<file path="config.mk">
export PLATFORM = sky130hd
export DESIGN_NAME = pld_array
export DESIGN_NICKNAME = d
export VERILOG_FILES = /design/src/common/pld_pkg.sv /design/src/rtl/pterm_sum.sv /design/src/rtl/pld_array.sv
export SDC_FILE = /design/constraint.sdc
export NUM_CORES = 1
export LEC_CHECK = 0
export ABC_AREA = 1
export BUFFER_PORTS_ARGS = -buffer_cell sky130_fd_sc_hd__buf_2
export CORE_MARGIN = 5
export CORE_UTILIZATION = 50
export DETAILED_ROUTE_END_ITERATION = 12
export HOLD_SLACK_MARGIN = 0.08
export PLACE_DENSITY = 0.74
export SETUP_SLACK_MARGIN = 0.1
export SYNTH_ARGS = -nofsm -noshare
export SYNTH_HDL_FRONTEND = slang
export SYNTH_SLANG_ARGS = --single-unit
</file>
<file path="constraint.sdc">
create_clock -name pclk -period 2.7 [get_ports pclk]
set_clock_uncertainty 0.05 [all_clocks]
set_input_delay 0.135 -clock pclk [delete_from_list [all_inputs] [get_ports pclk]]
set_output_delay 0.135 -clock pclk [all_outputs]
set_load 0.03 [all_outputs]
</file>
<file path="src/common/pld_pkg.sv">
// constants and carrier types for the programmable decode and logic array
// Contract
// two read-only 8-bit memory id registers live in the configuration space
// with fast bit 3 of power_mgmt_reg0 clear, arrays go standby when idle
// inputs unchanged for about 70 ns count as idle
// fast mode off saves power but lengthens propagation delay
// five power_mgmt_reg2 bits block control inputs; only for unused inputs
// shared input bus has 82 signals: address, control, reset, power-down, ports
// bus also carries page bits, both feedback groups and secondary ready/busy
// in 20-bit address mode the address inputs are bits 19 down to 4
// eight primary sector selects, up to three product terms each
// four secondary sector selects, up to three product terms each
// one sram select from up to three product terms
// one select for the configuration register space
// one test-port select that enables in-system programming
// two peripheral selects for peripheral i/o mode
// three external chip selects without any output cell
// the general logic and array forms up to 137 product terms
// sixteen output cells and twenty-four input cells around the and array
// software loads output cells and reads back input and output cells
// logic configuration is fixed and active from reset, no loading step
// host uses control 1 as data read and control 2 as program fetch
// page register read and written at offset e0h of configuration space
// each select is the or of its product terms over the input bus
package pld_pkg;

  localparam int IN_W    = 82;
  localparam int NT      = 3;
  localparam int N_SEL   = 20;
  localparam int N_CELL  = 16;
  localparam int N_EVAL  = N_SEL + N_CELL;
  localparam int PT_MAX  = 137;

  // input bus field positions
  localparam int B_ADDR  = 0;
  localparam int B_CNTL  = 16;
  localparam int B_RST   = 19;
  localparam int B_PDN   = 20;
  localparam int B_PA    = 21;
  localparam int B_PB    = 29;
  localparam int B_PC    = 37;
  localparam int B_PD    = 45;
  localparam int B_PF    = 49;
  localparam int B_PAGE  = 57;
  localparam int B_FBA   = 65;
  localparam int B_FBB   = 73;
  localparam int B_RDY   = 81;

  // register byte offsets
  localparam logic [7:0] OFF_IMC_A = 8'h10;
  localparam logic [7:0] OFF_IMC_B = 8'h14;
  localparam logic [7:0] OFF_IMC_C = 8'h18;
  localparam logic [7:0] OFF_OMC_A = 8'h20;
  localparam logic [7:0] OFF_OMC_B = 8'h24;
  localparam logic [7:0] OFF_STAT  = 8'h30;
  localparam logic [7:0] OFF_PM0   = 8'hb0;
  localparam logic [7:0] OFF_PM2   = 8'hb8;
  localparam logic [7:0] OFF_PAGE  = 8'he0;
  localparam logic [7:0] OFF_ID0   = 8'hf0;
  localparam logic [7:0] OFF_ID1   = 8'hf4;

  localparam int         FAST_BIT  = 3;
  localparam logic [7:0] PM0_RST   = 8'h00;
  localparam logic [4:0] PM2_RST   = 5'h00;
  localparam logic [7:0] PAGE_RST  = 8'h00;

  // idle time before standby, least time so rounded up
  localparam int IDLE_NS  = 70;
  localparam int CLK_NS   = 25;
  localparam int IDLE_CYC = (IDLE_NS + CLK_NS - 1) / CLK_NS;
  localparam int CNT_W    = 3;

  typedef struct packed {
    logic [19:0] addr;
    logic [2:0]  cntl;
    logic        rst;
    logic        power_down_input;
    logic [7:0]  pa;
    logic [7:0]  pb;
    logic [7:0]  pc;
    logic [3:0]  pd;
    logic [7:0]  pf;
    logic        rdy;
  } pin_in_t;

  typedef struct packed {
    logic [2:0] ext_cs;
    logic [1:0] periph;
    logic       jtag;
    logic       cfg;
    logic       sram;
    logic [3:0] secondary;
    logic [7:0] primary;
  } sel_out_t;

endpackage : pld_pkg

</file>
<file path="src/rtl/pterm_sum.sv">
// one sum of product terms over the shared input bus
`timescale 1ns/10ps
module pterm_sum #(
  parameter int W = 82,
  parameter int N = 3
) (
  input  wire logic [W-1:0]   in_bus,
  input  wire logic [N*W-1:0] care,
  input  wire logic [N*W-1:0] want,
  input  wire logic [N-1:0]   en,
  output logic                hit
);
  logic [N-1:0] term;

  // a disabled term never fires, so an empty equation stays low
  for (genvar t = 0; t < N; t++) begin : g_term
    assign term[t] = en[t] & ((in_bus & care[t*W +: W]) == (want[t*W +: W] & care[t*W +: W]));
  end

  assign hit = |term;

endmodule : pterm_sum

</file>
<file path="src/rtl/pld_array.sv">
// decode array, general logic array, page register and power control behind apb
`timescale 1ns/10ps
module pld_array
  import pld_pkg::*;
#(
  parameter logic [N_EVAL*NT*IN_W-1:0] TERM_CARE = '0,
  parameter logic [N_EVAL*NT*IN_W-1:0] TERM_WANT = '0,
  parameter logic [N_EVAL*NT-1:0]      TERM_EN   = '0,
  parameter logic [7:0]                MEM_ID0   = 8'h00,
  parameter logic [7:0]                MEM_ID1   = 8'h00
) (
  input  wire logic        pclk,
  input  wire logic        presetn,
  input  wire logic        psel,
  input  wire logic        penable,
  input  wire logic        pwrite,
  input  wire logic [31:0] paddr,
  input  wire logic [31:0] pwdata,
  input  wire logic [3:0]  pstrb,
  output logic      [31:0] prdata,
  output logic             pready,
  output logic             pslverr,
  input  wire pin_in_t     pins,
  input  wire logic        wide_addr_mode,
  output sel_out_t         selects,
  output logic [7:0]       cell_a,
  output logic [7:0]       cell_b,
  output logic             standby
);

  pin_in_t          pins_m_q;
  pin_in_t          pins_s_q;
  logic             wide_m_q;
  logic             wide_s_q;
  logic [IN_W-1:0]  in_bus;
  logic [IN_W-1:0]  prev_q;
  logic [CNT_W-1:0] idle_cnt_q;
  logic             standby_q;
  logic [7:0]       pm0_q;
  logic [4:0]       pm2_q;
  logic [7:0]       page_q;
  logic [7:0]       cell_a_q;
  logic [7:0]       cell_b_q;
  logic [N_EVAL-1:0] hit;
  logic [N_SEL-1:0] stage_q;
  logic [N_SEL-1:0] sel_q;
  logic [31:0]      prdata_q;
  logic             pready_q;
  logic             pslverr_q;
  logic [31:0]      rd_d;
  logic             hit_reg;
  logic [7:0]       off;
  logic             setup;
  logic             wr_go;
  logic             fast;
  logic [15:0]      addr_in;
  logic [2:0]       cntl_in;
  logic             rst_in;
  logic             pdn_in;

  // pins come from outside the clock domain: two flops before any use
  always_ff @(posedge pclk or negedge presetn) begin
    if (!presetn) begin
      pins_m_q <= '0;
      pins_s_q <= '0;
      wide_m_q <= 1'b0;
      wide_s_q <= 1'b0;
    end else begin
      pins_m_q <= pins;
      pins_s_q <= pins_m_q;
      wide_m_q <= wide_addr_mode;
      wide_s_q <= wide_m_q;
    end
  end

  assign fast    = pm0_q[FAST_BIT];
  assign addr_in = wide_s_q ? pins_s_q.addr[19:4] : pins_s_q.addr[15:0];
  // blocked control inputs read as low; only safe when no equation uses them
  assign cntl_in = pins_s_q.cntl & ~pm2_q[2:0];
  assign rst_in  = pins_s_q.rst & ~pm2_q[3];
  assign pdn_in  = pins_s_q.power_down_input & ~pm2_q[4];

  // control 1 is the data read strobe, control 2 the program fetch strobe
  assign in_bus = {pins_s_q.rdy, cell_b_q, cell_a_q, page_q, pins_s_q.pf, pins_s_q.pd,
                   pins_s_q.pc, pins_s_q.pb, pins_s_q.pa, pdn_in, rst_in, cntl_in,
                   addr_in};

  // configuration is parameters, live from the first clock with nothing to load
  for (genvar s = 0; s < N_EVAL; s++) begin : g_eval
    pterm_sum #(
      .W (IN_W),
      .N (NT)
    ) u_sum (
      .in_bus (in_bus),
      .care   (TERM_CARE[s*NT*IN_W +: NT*IN_W]),
      .want   (TERM_WANT[s*NT*IN_W +: NT*IN_W]),
      .en     (TERM_EN[s*NT +: NT]),
      .hit    (hit[s])
    );
  end

  // idle detection over the whole bus
  always_ff @(posedge pclk or negedge presetn) begin
    if (!presetn) begin
      prev_q     <= '0;
      idle_cnt_q <= '0;
    end else begin
      prev_q <= in_bus;
      if (in_bus != prev_q) begin
        idle_cnt_q <= '0;
      end else if (idle_cnt_q < CNT_W'(IDLE_CYC)) begin
        idle_cnt_q <= idle_cnt_q + CNT_W'(1);
      end
    end
  end

  always_ff @(posedge pclk or negedge presetn) begin
    if (!presetn) begin
      standby_q <= 1'b0;
    end else begin
      standby_q <= !fast && (in_bus == prev_q) && (idle_cnt_q >= CNT_W'(IDLE_CYC - 1));
    end
  end

  // slow mode adds a stage; standby freezes both stages to save toggling
  always_ff @(posedge pclk or negedge presetn) begin
    if (!presetn) begin
      stage_q <= '0;
      sel_q   <= '0;
    end else if (!standby_q) begin
      stage_q <= hit[N_SEL-1:0];
      sel_q   <= fast ? hit[N_SEL-1:0] : stage_q;
    end
  end

  // apb decode
  assign off   = paddr[7:0];
  assign setup = psel && !penable;
  assign wr_go = psel && penable && pready_q && pwrite && !pslverr_q;

  // output cells: a bus load wins over the array equation
  always_ff @(posedge pclk or negedge presetn) begin
    if (!presetn) begin
      cell_a_q <= '0;
      cell_b_q <= '0;
    end else begin
      if (wr_go && off == OFF_OMC_A && pstrb[0]) begin
        cell_a_q <= pwdata[7:0];
      end else begin
        cell_a_q <= hit[N_SEL +: 8];
      end
      if (wr_go && off == OFF_OMC_B && pstrb[0]) begin
        cell_b_q <= pwdata[7:0];
      end else begin
        cell_b_q <= hit[N_SEL+8 +: 8];
      end
    end
  end

  always_ff @(posedge pclk or negedge presetn) begin
    if (!presetn) begin
      page_q <= PAGE_RST;
    end else if (wr_go && off == OFF_PAGE && pstrb[0]) begin
      page_q <= pwdata[7:0];
    end
  end

  always_ff @(posedge pclk or negedge presetn) begin
    if (!presetn) begin
      pm0_q <= PM0_RST;
      pm2_q <= PM2_RST;
    end else begin
      if (wr_go && off == OFF_PM0 && pstrb[0]) begin
        pm0_q <= pwdata[7:0];
      end
      if (wr_go && off == OFF_PM2 && pstrb[0]) begin
        pm2_q <= pwdata[4:0];
      end
    end
  end

  // read mux; id registers ignore writes
  always_comb begin
    rd_d = 32'h0000_0000;
    case (off)
      OFF_IMC_A: rd_d[7:0] = pins_s_q.pa;
      OFF_IMC_B: rd_d[7:0] = pins_s_q.pb;
      OFF_IMC_C: rd_d[7:0] = pins_s_q.pc;
      OFF_OMC_A: rd_d[7:0] = cell_a_q;
      OFF_OMC_B: rd_d[7:0] = cell_b_q;
      OFF_STAT:  rd_d[0]   = standby_q;
      OFF_PM0:   rd_d[7:0] = pm0_q;
      OFF_PM2:   rd_d[4:0] = pm2_q;
      OFF_PAGE:  rd_d[7:0] = page_q;
      OFF_ID0:   rd_d[7:0] = MEM_ID0;
      OFF_ID1:   rd_d[7:0] = MEM_ID1;
      default:   rd_d      = 32'h0000_0000;
    endcase
  end

  always_comb begin
    hit_reg = 1'b1;
    case (off)
      OFF_IMC_A, OFF_IMC_B, OFF_IMC_C, OFF_OMC_A, OFF_OMC_B, OFF_STAT,
      OFF_PM0, OFF_PM2, OFF_PAGE, OFF_ID0, OFF_ID1: hit_reg = 1'b1;
      default: hit_reg = 1'b0;
    endcase
    if (paddr[31:8] != 24'h00_0000 || paddr[1:0] != 2'h0) begin
      hit_reg = 1'b0;
    end
  end

  // no wait state: answer prepared in the setup cycle, given in the first access cycle
  always_ff @(posedge pclk or negedge presetn) begin
    if (!presetn) begin
      pready_q  <= 1'b0;
      pslverr_q <= 1'b0;
      prdata_q  <= '0;
    end else begin
      pready_q  <= setup;
      pslverr_q <= setup && !hit_reg;
      if (setup) begin
        prdata_q <= pwrite ? 32'h0000_0000 : rd_d;
      end
    end
  end

  assign prdata  = prdata_q;
  assign pready  = pready_q;
  assign pslverr = pslverr_q;
  assign selects = sel_out_t'(sel_q);
  assign cell_a  = cell_a_q;
  assign cell_b  = cell_b_q;
  assign standby = standby_q;

  // a configuration with more terms than the and array holds is reported as an error at time zero
  initial begin
    if (N_EVAL * NT > PT_MAX) begin
      $error("product term count above array capacity");
    end
  end
endmodule : pld_array

</file>
### Yosys cells after proc, flatten, opt, wreduce, memory -nomap -nowiden

Cells that the tools add are included.

| storage, ports and cells | value |
|---|---|
| register bits after elaboration | 283 |
| input bits | 136 |
| logic and storage cells | 93 |

| cells by class | value |
|---|---|
| $add $sub $neg | 1 |
| $lt $le $gt $ge | 2 |
| equality and inequality tests | 13 |
| mux-type cells | 11 |
| bitwise gates (word level) | 6 |
| reductions and logical operators | 27 |

Operators with widths:

| cell | count |
|---|---|
| == test 82 bit | 1 |
| != test 82 bit | 1 |
| == test 8 bit (second input constant) | 5 |
| one-hot mux 4 bit (8 select lines) | 1 |
| == test 8 x 5 -> 1 bit (second input constant) | 3 |
| == test 8 x 6 -> 1 bit (second input constant) | 3 |
| two-way mux 8 bit | 3 |
| nonzero test 24 bit | 1 |
| one-hot mux 3 bit (7 select lines) | 1 |
| logical AND 1 bit | 18 |
| two-way mux 16 bit | 1 |
| OR reduction 11 bit | 1 |
| one-hot mux 1 bit (9 select lines) | 1 |
| two-way mux 3 bit | 2 |
| logical NOT 1 bit | 4 |
| nonzero test 2 bit | 2 |
| adder 3 x 1 -> 3 bit (second input constant) | 1 |
| AND 3 bit | 1 |
| greater-or-equal comparator 3 x 2 -> 1 bit (second input constant) | 1 |
| less-than comparator 3 x 2 -> 1 bit (second input constant) | 1 |
| inverter 3 bit | 1 |
| AND 1 bit | 2 |
| two-way mux 1 bit | 2 |
| inverter 1 bit | 2 |
| logical OR 1 bit | 1 |

### Logic depth before layout (Yosys ltp)

| logic depth | value |
|---|---|
| depth in word-level cells | 7 |
| mapped depth | 12 |
| gate-level depth less buffers | 12 |

### Modules after synthesis

A second synthesis with hierarchy kept.

| unflattened totals | value |
|---|---|
| cell total of the unflattened synthesis | 42637 |
| area, all modules | 192155.5 um2 |

By module, submodules not included:

| module | instances | cells an instance | area each (um2) | sequential area each (um2) |
|---|---|---|---|---|
| pterm_sum | 36 | 1151 | 5018.6 | 0.0 |
| pld_array | 1 | 1201 | 11487.3 | 7482.2 |

### Least setup slack after synthesis

No wires, ideal clock.

| timing | value |
|---|---|
| path type | reg-to-reg |
| start point | register pready_q, in the netlist pready |
| end point | register page_q[5] |
| arrival | 1.448 ns |
| required time | 2.523 ns |
| setup slack | 1.075 ns |
| stages on the path, launching flop included | 7 |
| path buffers | 1 |
| period minus slack after synthesis | 1.625 ns |
| cells stage by stage | dfrtp_1 > nand3_1 > nor4b_4 > nand2_4 > buf_6 > nand2_1 > o21ai_0 |

| on the way | value |
|---|---|
| longest elaborated chain between the ends | 5 |

RTL lines:

| what | line | source |
|---|---|---|
| start, declared | pld_array.sv:48 | `logic pready_q;` |
| start signal, assigned | pld_array.sv:220 | `pready_q <= setup;` |
| logical AND 1 bit (3 in a row) | pld_array.sv:139 | `assign wr_go = psel && penable && pready_q && pwrite && !pslverr_q;` |
| logical AND 1 bit (2 in a row) | pld_array.sv:163 | `end else if (wr_go && off == OFF_PAGE && pstrb[0]) begin` |
| end signal, assigned | pld_array.sv:164 | `page_q <= pwdata[7:0];` |
| end, declared | pld_array.sv:41 | `logic [7:0] page_q;` |

Every way passes these cells.
A chain may end at the register's enable or synchronous reset.

### Final worst setup path

| timing | value |
|---|---|
| start point | input port paddr[6] |
| end point | register prdata_q[3], in the netlist prdata[3] |

| on the way | value |
|---|---|
| longest elaborated chain between the ends | 3 |

RTL lines:

| what | line | source |
|---|---|---|
| start, declared | pld_array.sv:17 | `input wire logic [31:0] paddr,` |
| == test 8 bit (tied with other cells) | pld_array.sv:185 | `case (off)` |
| one-hot mux 4 bit (8 select lines) (*) | pld_array.sv:185 |  |
| two-way mux 8 bit (*) | pld_array.sv:223 | `prdata_q <= pwrite ? 32'h0000_0000 : rd_d;` |
| end signal, assigned | pld_array.sv:223 |  |
| end, declared | pld_array.sv:47 | `logic [31:0] prdata_q;` |

Mark *: on every way between the ends. The rest lies on a longest branch, timed or not.

==> impl_metrics.csv <==
group,metric,value,unit
synth,synth_edf_count,0,
grt,grt_pass1_vias,6673,
synth,synthAdderAreaFrac,0.002590,
grt,antenna_found_initial,0,
detailed_routing,vias_per_cell,4.594,
hold_path,hp-start,"pstrb[0]",
setup_path,r2r-end,"idle_cnt_q[2]",
synth,synth.area.mux_share,0,
detailed_routing,finalWirelength,20600,um
cts,cts-htree-levels,1,
synth,yosys_most_used_dff,"dfrtp_1",
detailed_routing,wl_per_cell,14.77,um
cts,cts_buffer_depth,3,
synth,synth.top_cell.area_share,0.6709,
timing,setup_violations,0,
setup_path,path_max_fanout,9,
cts,tritoncts.num_buffers,27,
final_layout,areaGrowthSynthToFinish,25.54,%
power,internal_power,6526,uW
hold_path,hold_class,"in2reg",
floorplanning,start_util,0.5113,
floorplanning,chipWidth,149,um
run_status,outcome,"finished, final reports clean",
setup_path,crit_path_max_incr_delay,0.54,ns
cts,cts_sinks,259,
floorplanning,core_region_area,18890,um^2
setup_path,rr_startpoint,"wide_s_q",
final_layout,diodes,0,
grt,grt_usage,0.1877,
timing,fmax,0.4640,GHz
final_layout,final_common_cell,"dfrtp_1",
run,drv_cap,0,
timing,tightest_slew,0.6139,ns
power,switching_share,0.2225,
timing,min_period_over_period,0.7982,
power,ir_drop,516.1,uV
synth,synth.largest_area_cell,"dfrtp_1",
synth,synth_cell_types,31,
place,io_buffer_count,135,
hold_path,min_to,"pm0_q[4]",
cts,clkSlewWorstSetupHoldPaths,0.06,ns
timing,final.min_clock_period,2.155,ns
floorplanning,ios,207,
detailed_routing,first_iter_violations,494,
final_layout,seqCellArea,6481,um^2
final_layout,layout_common_cells,"dfrtp_1 (259), nand2_1 (247), buf_2 (134)",
grt,grt-ovfl-total,0,
setup_path,crit_chain,"dlygate4sd3_1, buf_2, inv_1, nand2_1, nor3_4, nand2_2, inv_2, nand2_1, nand2_1, nor2_1, nand2_1, nand3_1, nand2_1, dlygate4sd3_1",
synth,yosys.area_share.simple,0.1694,
synth,yosysSeqAreaShare,0.6709,
synth,ys_seq_elements,259,
cts,clock-root-buffer,"clkbuf_16",
setup_path,critPathKind,"in2reg",
final_layout,fillerInstances,1447,
detailed_routing,drc_errors,0,
synth,yosys_warnings,0,
setup_path,startpoint_type,"primary input",
synth,synth_area_leaders,"dfrtp_1 (67%), nand2_1 (9.6%), buf_4 (4.7%)",
detailed_routing,ant_nets,0,
setup_path,crit_path_end_kind,"register",
detailed_routing,num_vias,6408,
synth,avgSynthCellArea,10.89,um^2
power,clkPwrFrac,0.445,
hold_path,hold_depth,4,
timing,relSlewSlack,0.5908,
setup_path,critPathMostFrequentCell,"nand2_1",
timing,hold_viol,0,
power,p_switching,1867,uW
power,combPwrFrac,0.065,
final_layout,nets,1252,
setup_path,crit_slowest_cell,"dlygate4sd3_1",
synth,ys_async_sr_fraction,1.000,
cts,insertion_delay,0.52,ns
grt,grt_max_degree,88,
cts,cts_tree,"built",
synth,yosys.area_share.xor_xnor,0.05258,
setup_path,rrSetupSlack,0.65,ns
synth,synth_compound_area_frac,0.02487,
place,gp_congestion,0.8576,
setup_path,cp.arrival,2.56,ns
place,hpwl,13670,um
power,seqPwrFrac,0.490,
timing,setup_tns,0,ns
timing,rsz0062_at_grt,"no",
synth,synth_top_family_by_area,"simple AND/OR/NAND/NOR gates",
detailed_routing,drt_first_pass_iters,5,
power,p_leak,0.006210,uW
timing,holdWs,0.1030,ns
floorplanning,die_area,22200,um^2
setup_path,critPathRequiredTime,3.10,ns
floorplanning,die_h,149,um
synth,synth_area,9661,um^2
final_layout,multiInputGateArea,2590,um^2
synth,synthCells,887,
power,p_per_area,692.0,nW/um^2
setup_path,worstRegToRegCells,11,
floorplanning,fp-row-count,50,
final_layout,drive_above_1_share,0.1789,
grt,grt_pass1_wl,33440,um
timing,slew_viol_final,0,
critical path: cells and delay by family:
kind / cells / cell delay [ns]
buffers and inverters: 5 / 1.43
and+or+nand+nor: 9 / 1.00
power by group through the flow:
| stage | Clock (uW) | Sequential, uW | Combinational (uW) |
|---|---|---|---|
| detailed placement | 0 | 4180 | 456 |
| finish | 3730 | 4110 | 549 |
| global placement | 0 | 4170 | 446 |
| CTS | 3810 | 4110 | 545 |
| global route | 3980 | 4130 | 616 |
| floorplan | 0 | 4160 | 297 |
stage by stage:
step | power (uW) | area, um^2 | setup WS, ns | cells | util
finish | 8393 | 12130 | 0.5449 | 1395 | 0.6419
global route | 8725 | 12130 | 0.3676 | 1395 | 0.6419
CTS | 8462 | 12120 | 0.1484 | 1396 | 0.6417
detailed placement | 4636 | 10380 | 0.7771 | 1264 | 0.5495
global placement | 4618 | 10380 | 0.9028 | 1264 | 0.5495
floorplan | 4454 | 9822 | 1.075 | 930 | -
state kept, by name, indices dropped and copies added, names as in the netlist:
name	flops
prev_q	82
pins_m_q	62
in_bus	37
pins_s_q	25
cell_a	8
cell_b	8
page_q	8
pm0_q	8
prdata	8
pm2_q	5
idle_cnt_q	3
pready	1
pslverr	1
standby	1
wide_m_q	1
wide_s_q	1
layout make-up:
type,instances,area share
timing repair buffer,220,0.1279
inverter,69,0.02136
clock buffer,37,0.06293
multi-input combinational,537,0.2136
tap,260,0.02682
sequential,259,0.5344
clock inverter,13,0.01300
cell usage after synthesis (5+ instances only):
library cell  number
a21oi_1            5
buf_4             60
buf_6              5
dfrtp_1          259
inv_1             65
nand2_1          247
nand3_1           29
nand4_1           10
nor2_1            75
nor4_1             6
o21ai_0           35
xnor2_1           45
xor2_1            13
metal layers:
layer | share of wire | vias to the layer above | global-route usage | routed length (um)
met3 | 0.059 | 43 | 0.03342 | 1211
li1 | - | 3112 | - | -
met4 | 0.027 | 0 | 0.06270 | 557
met1 | 0.42 | 3046 | 0.2499 | 8725
met2 | 0.49 | 207 | 0.3146 | 10110
met5 | 0 | - | 0 | 0
how the worst max path moves through the flow:
stage,from,end
floorplan,pready,page_q[5]
global placement,wide_s_q,standby
detailed placement,wide_s_q,idle_cnt_q[2]
CTS,paddr[28],pslverr
global route,paddr[6],prdata[3]
finish,paddr[6],prdata[3]
repair_timing:
| action | CTS | global route |
|---|---|---|
| endpoints found under the hold margin | 193 | 0 |
| endpoints found under the setup margin | 0 | 1 |
| gates resized for setup | 0 | 2 |
| buffers inserted | 0 | 0 |
| hold buffers | 82 | 0 |
cell families after synthesis:
kind of cell / Yosys count
buffers and inverters: 134
other: 1
flip-flops: 259
adder cells (fa/ha/maj): 2
AO/OA/AOI/OAI: 45
XOR/XNOR: 58
AND/OR/NAND/NOR: 388
Note: power is estimated with default switching activity, not from simulation.
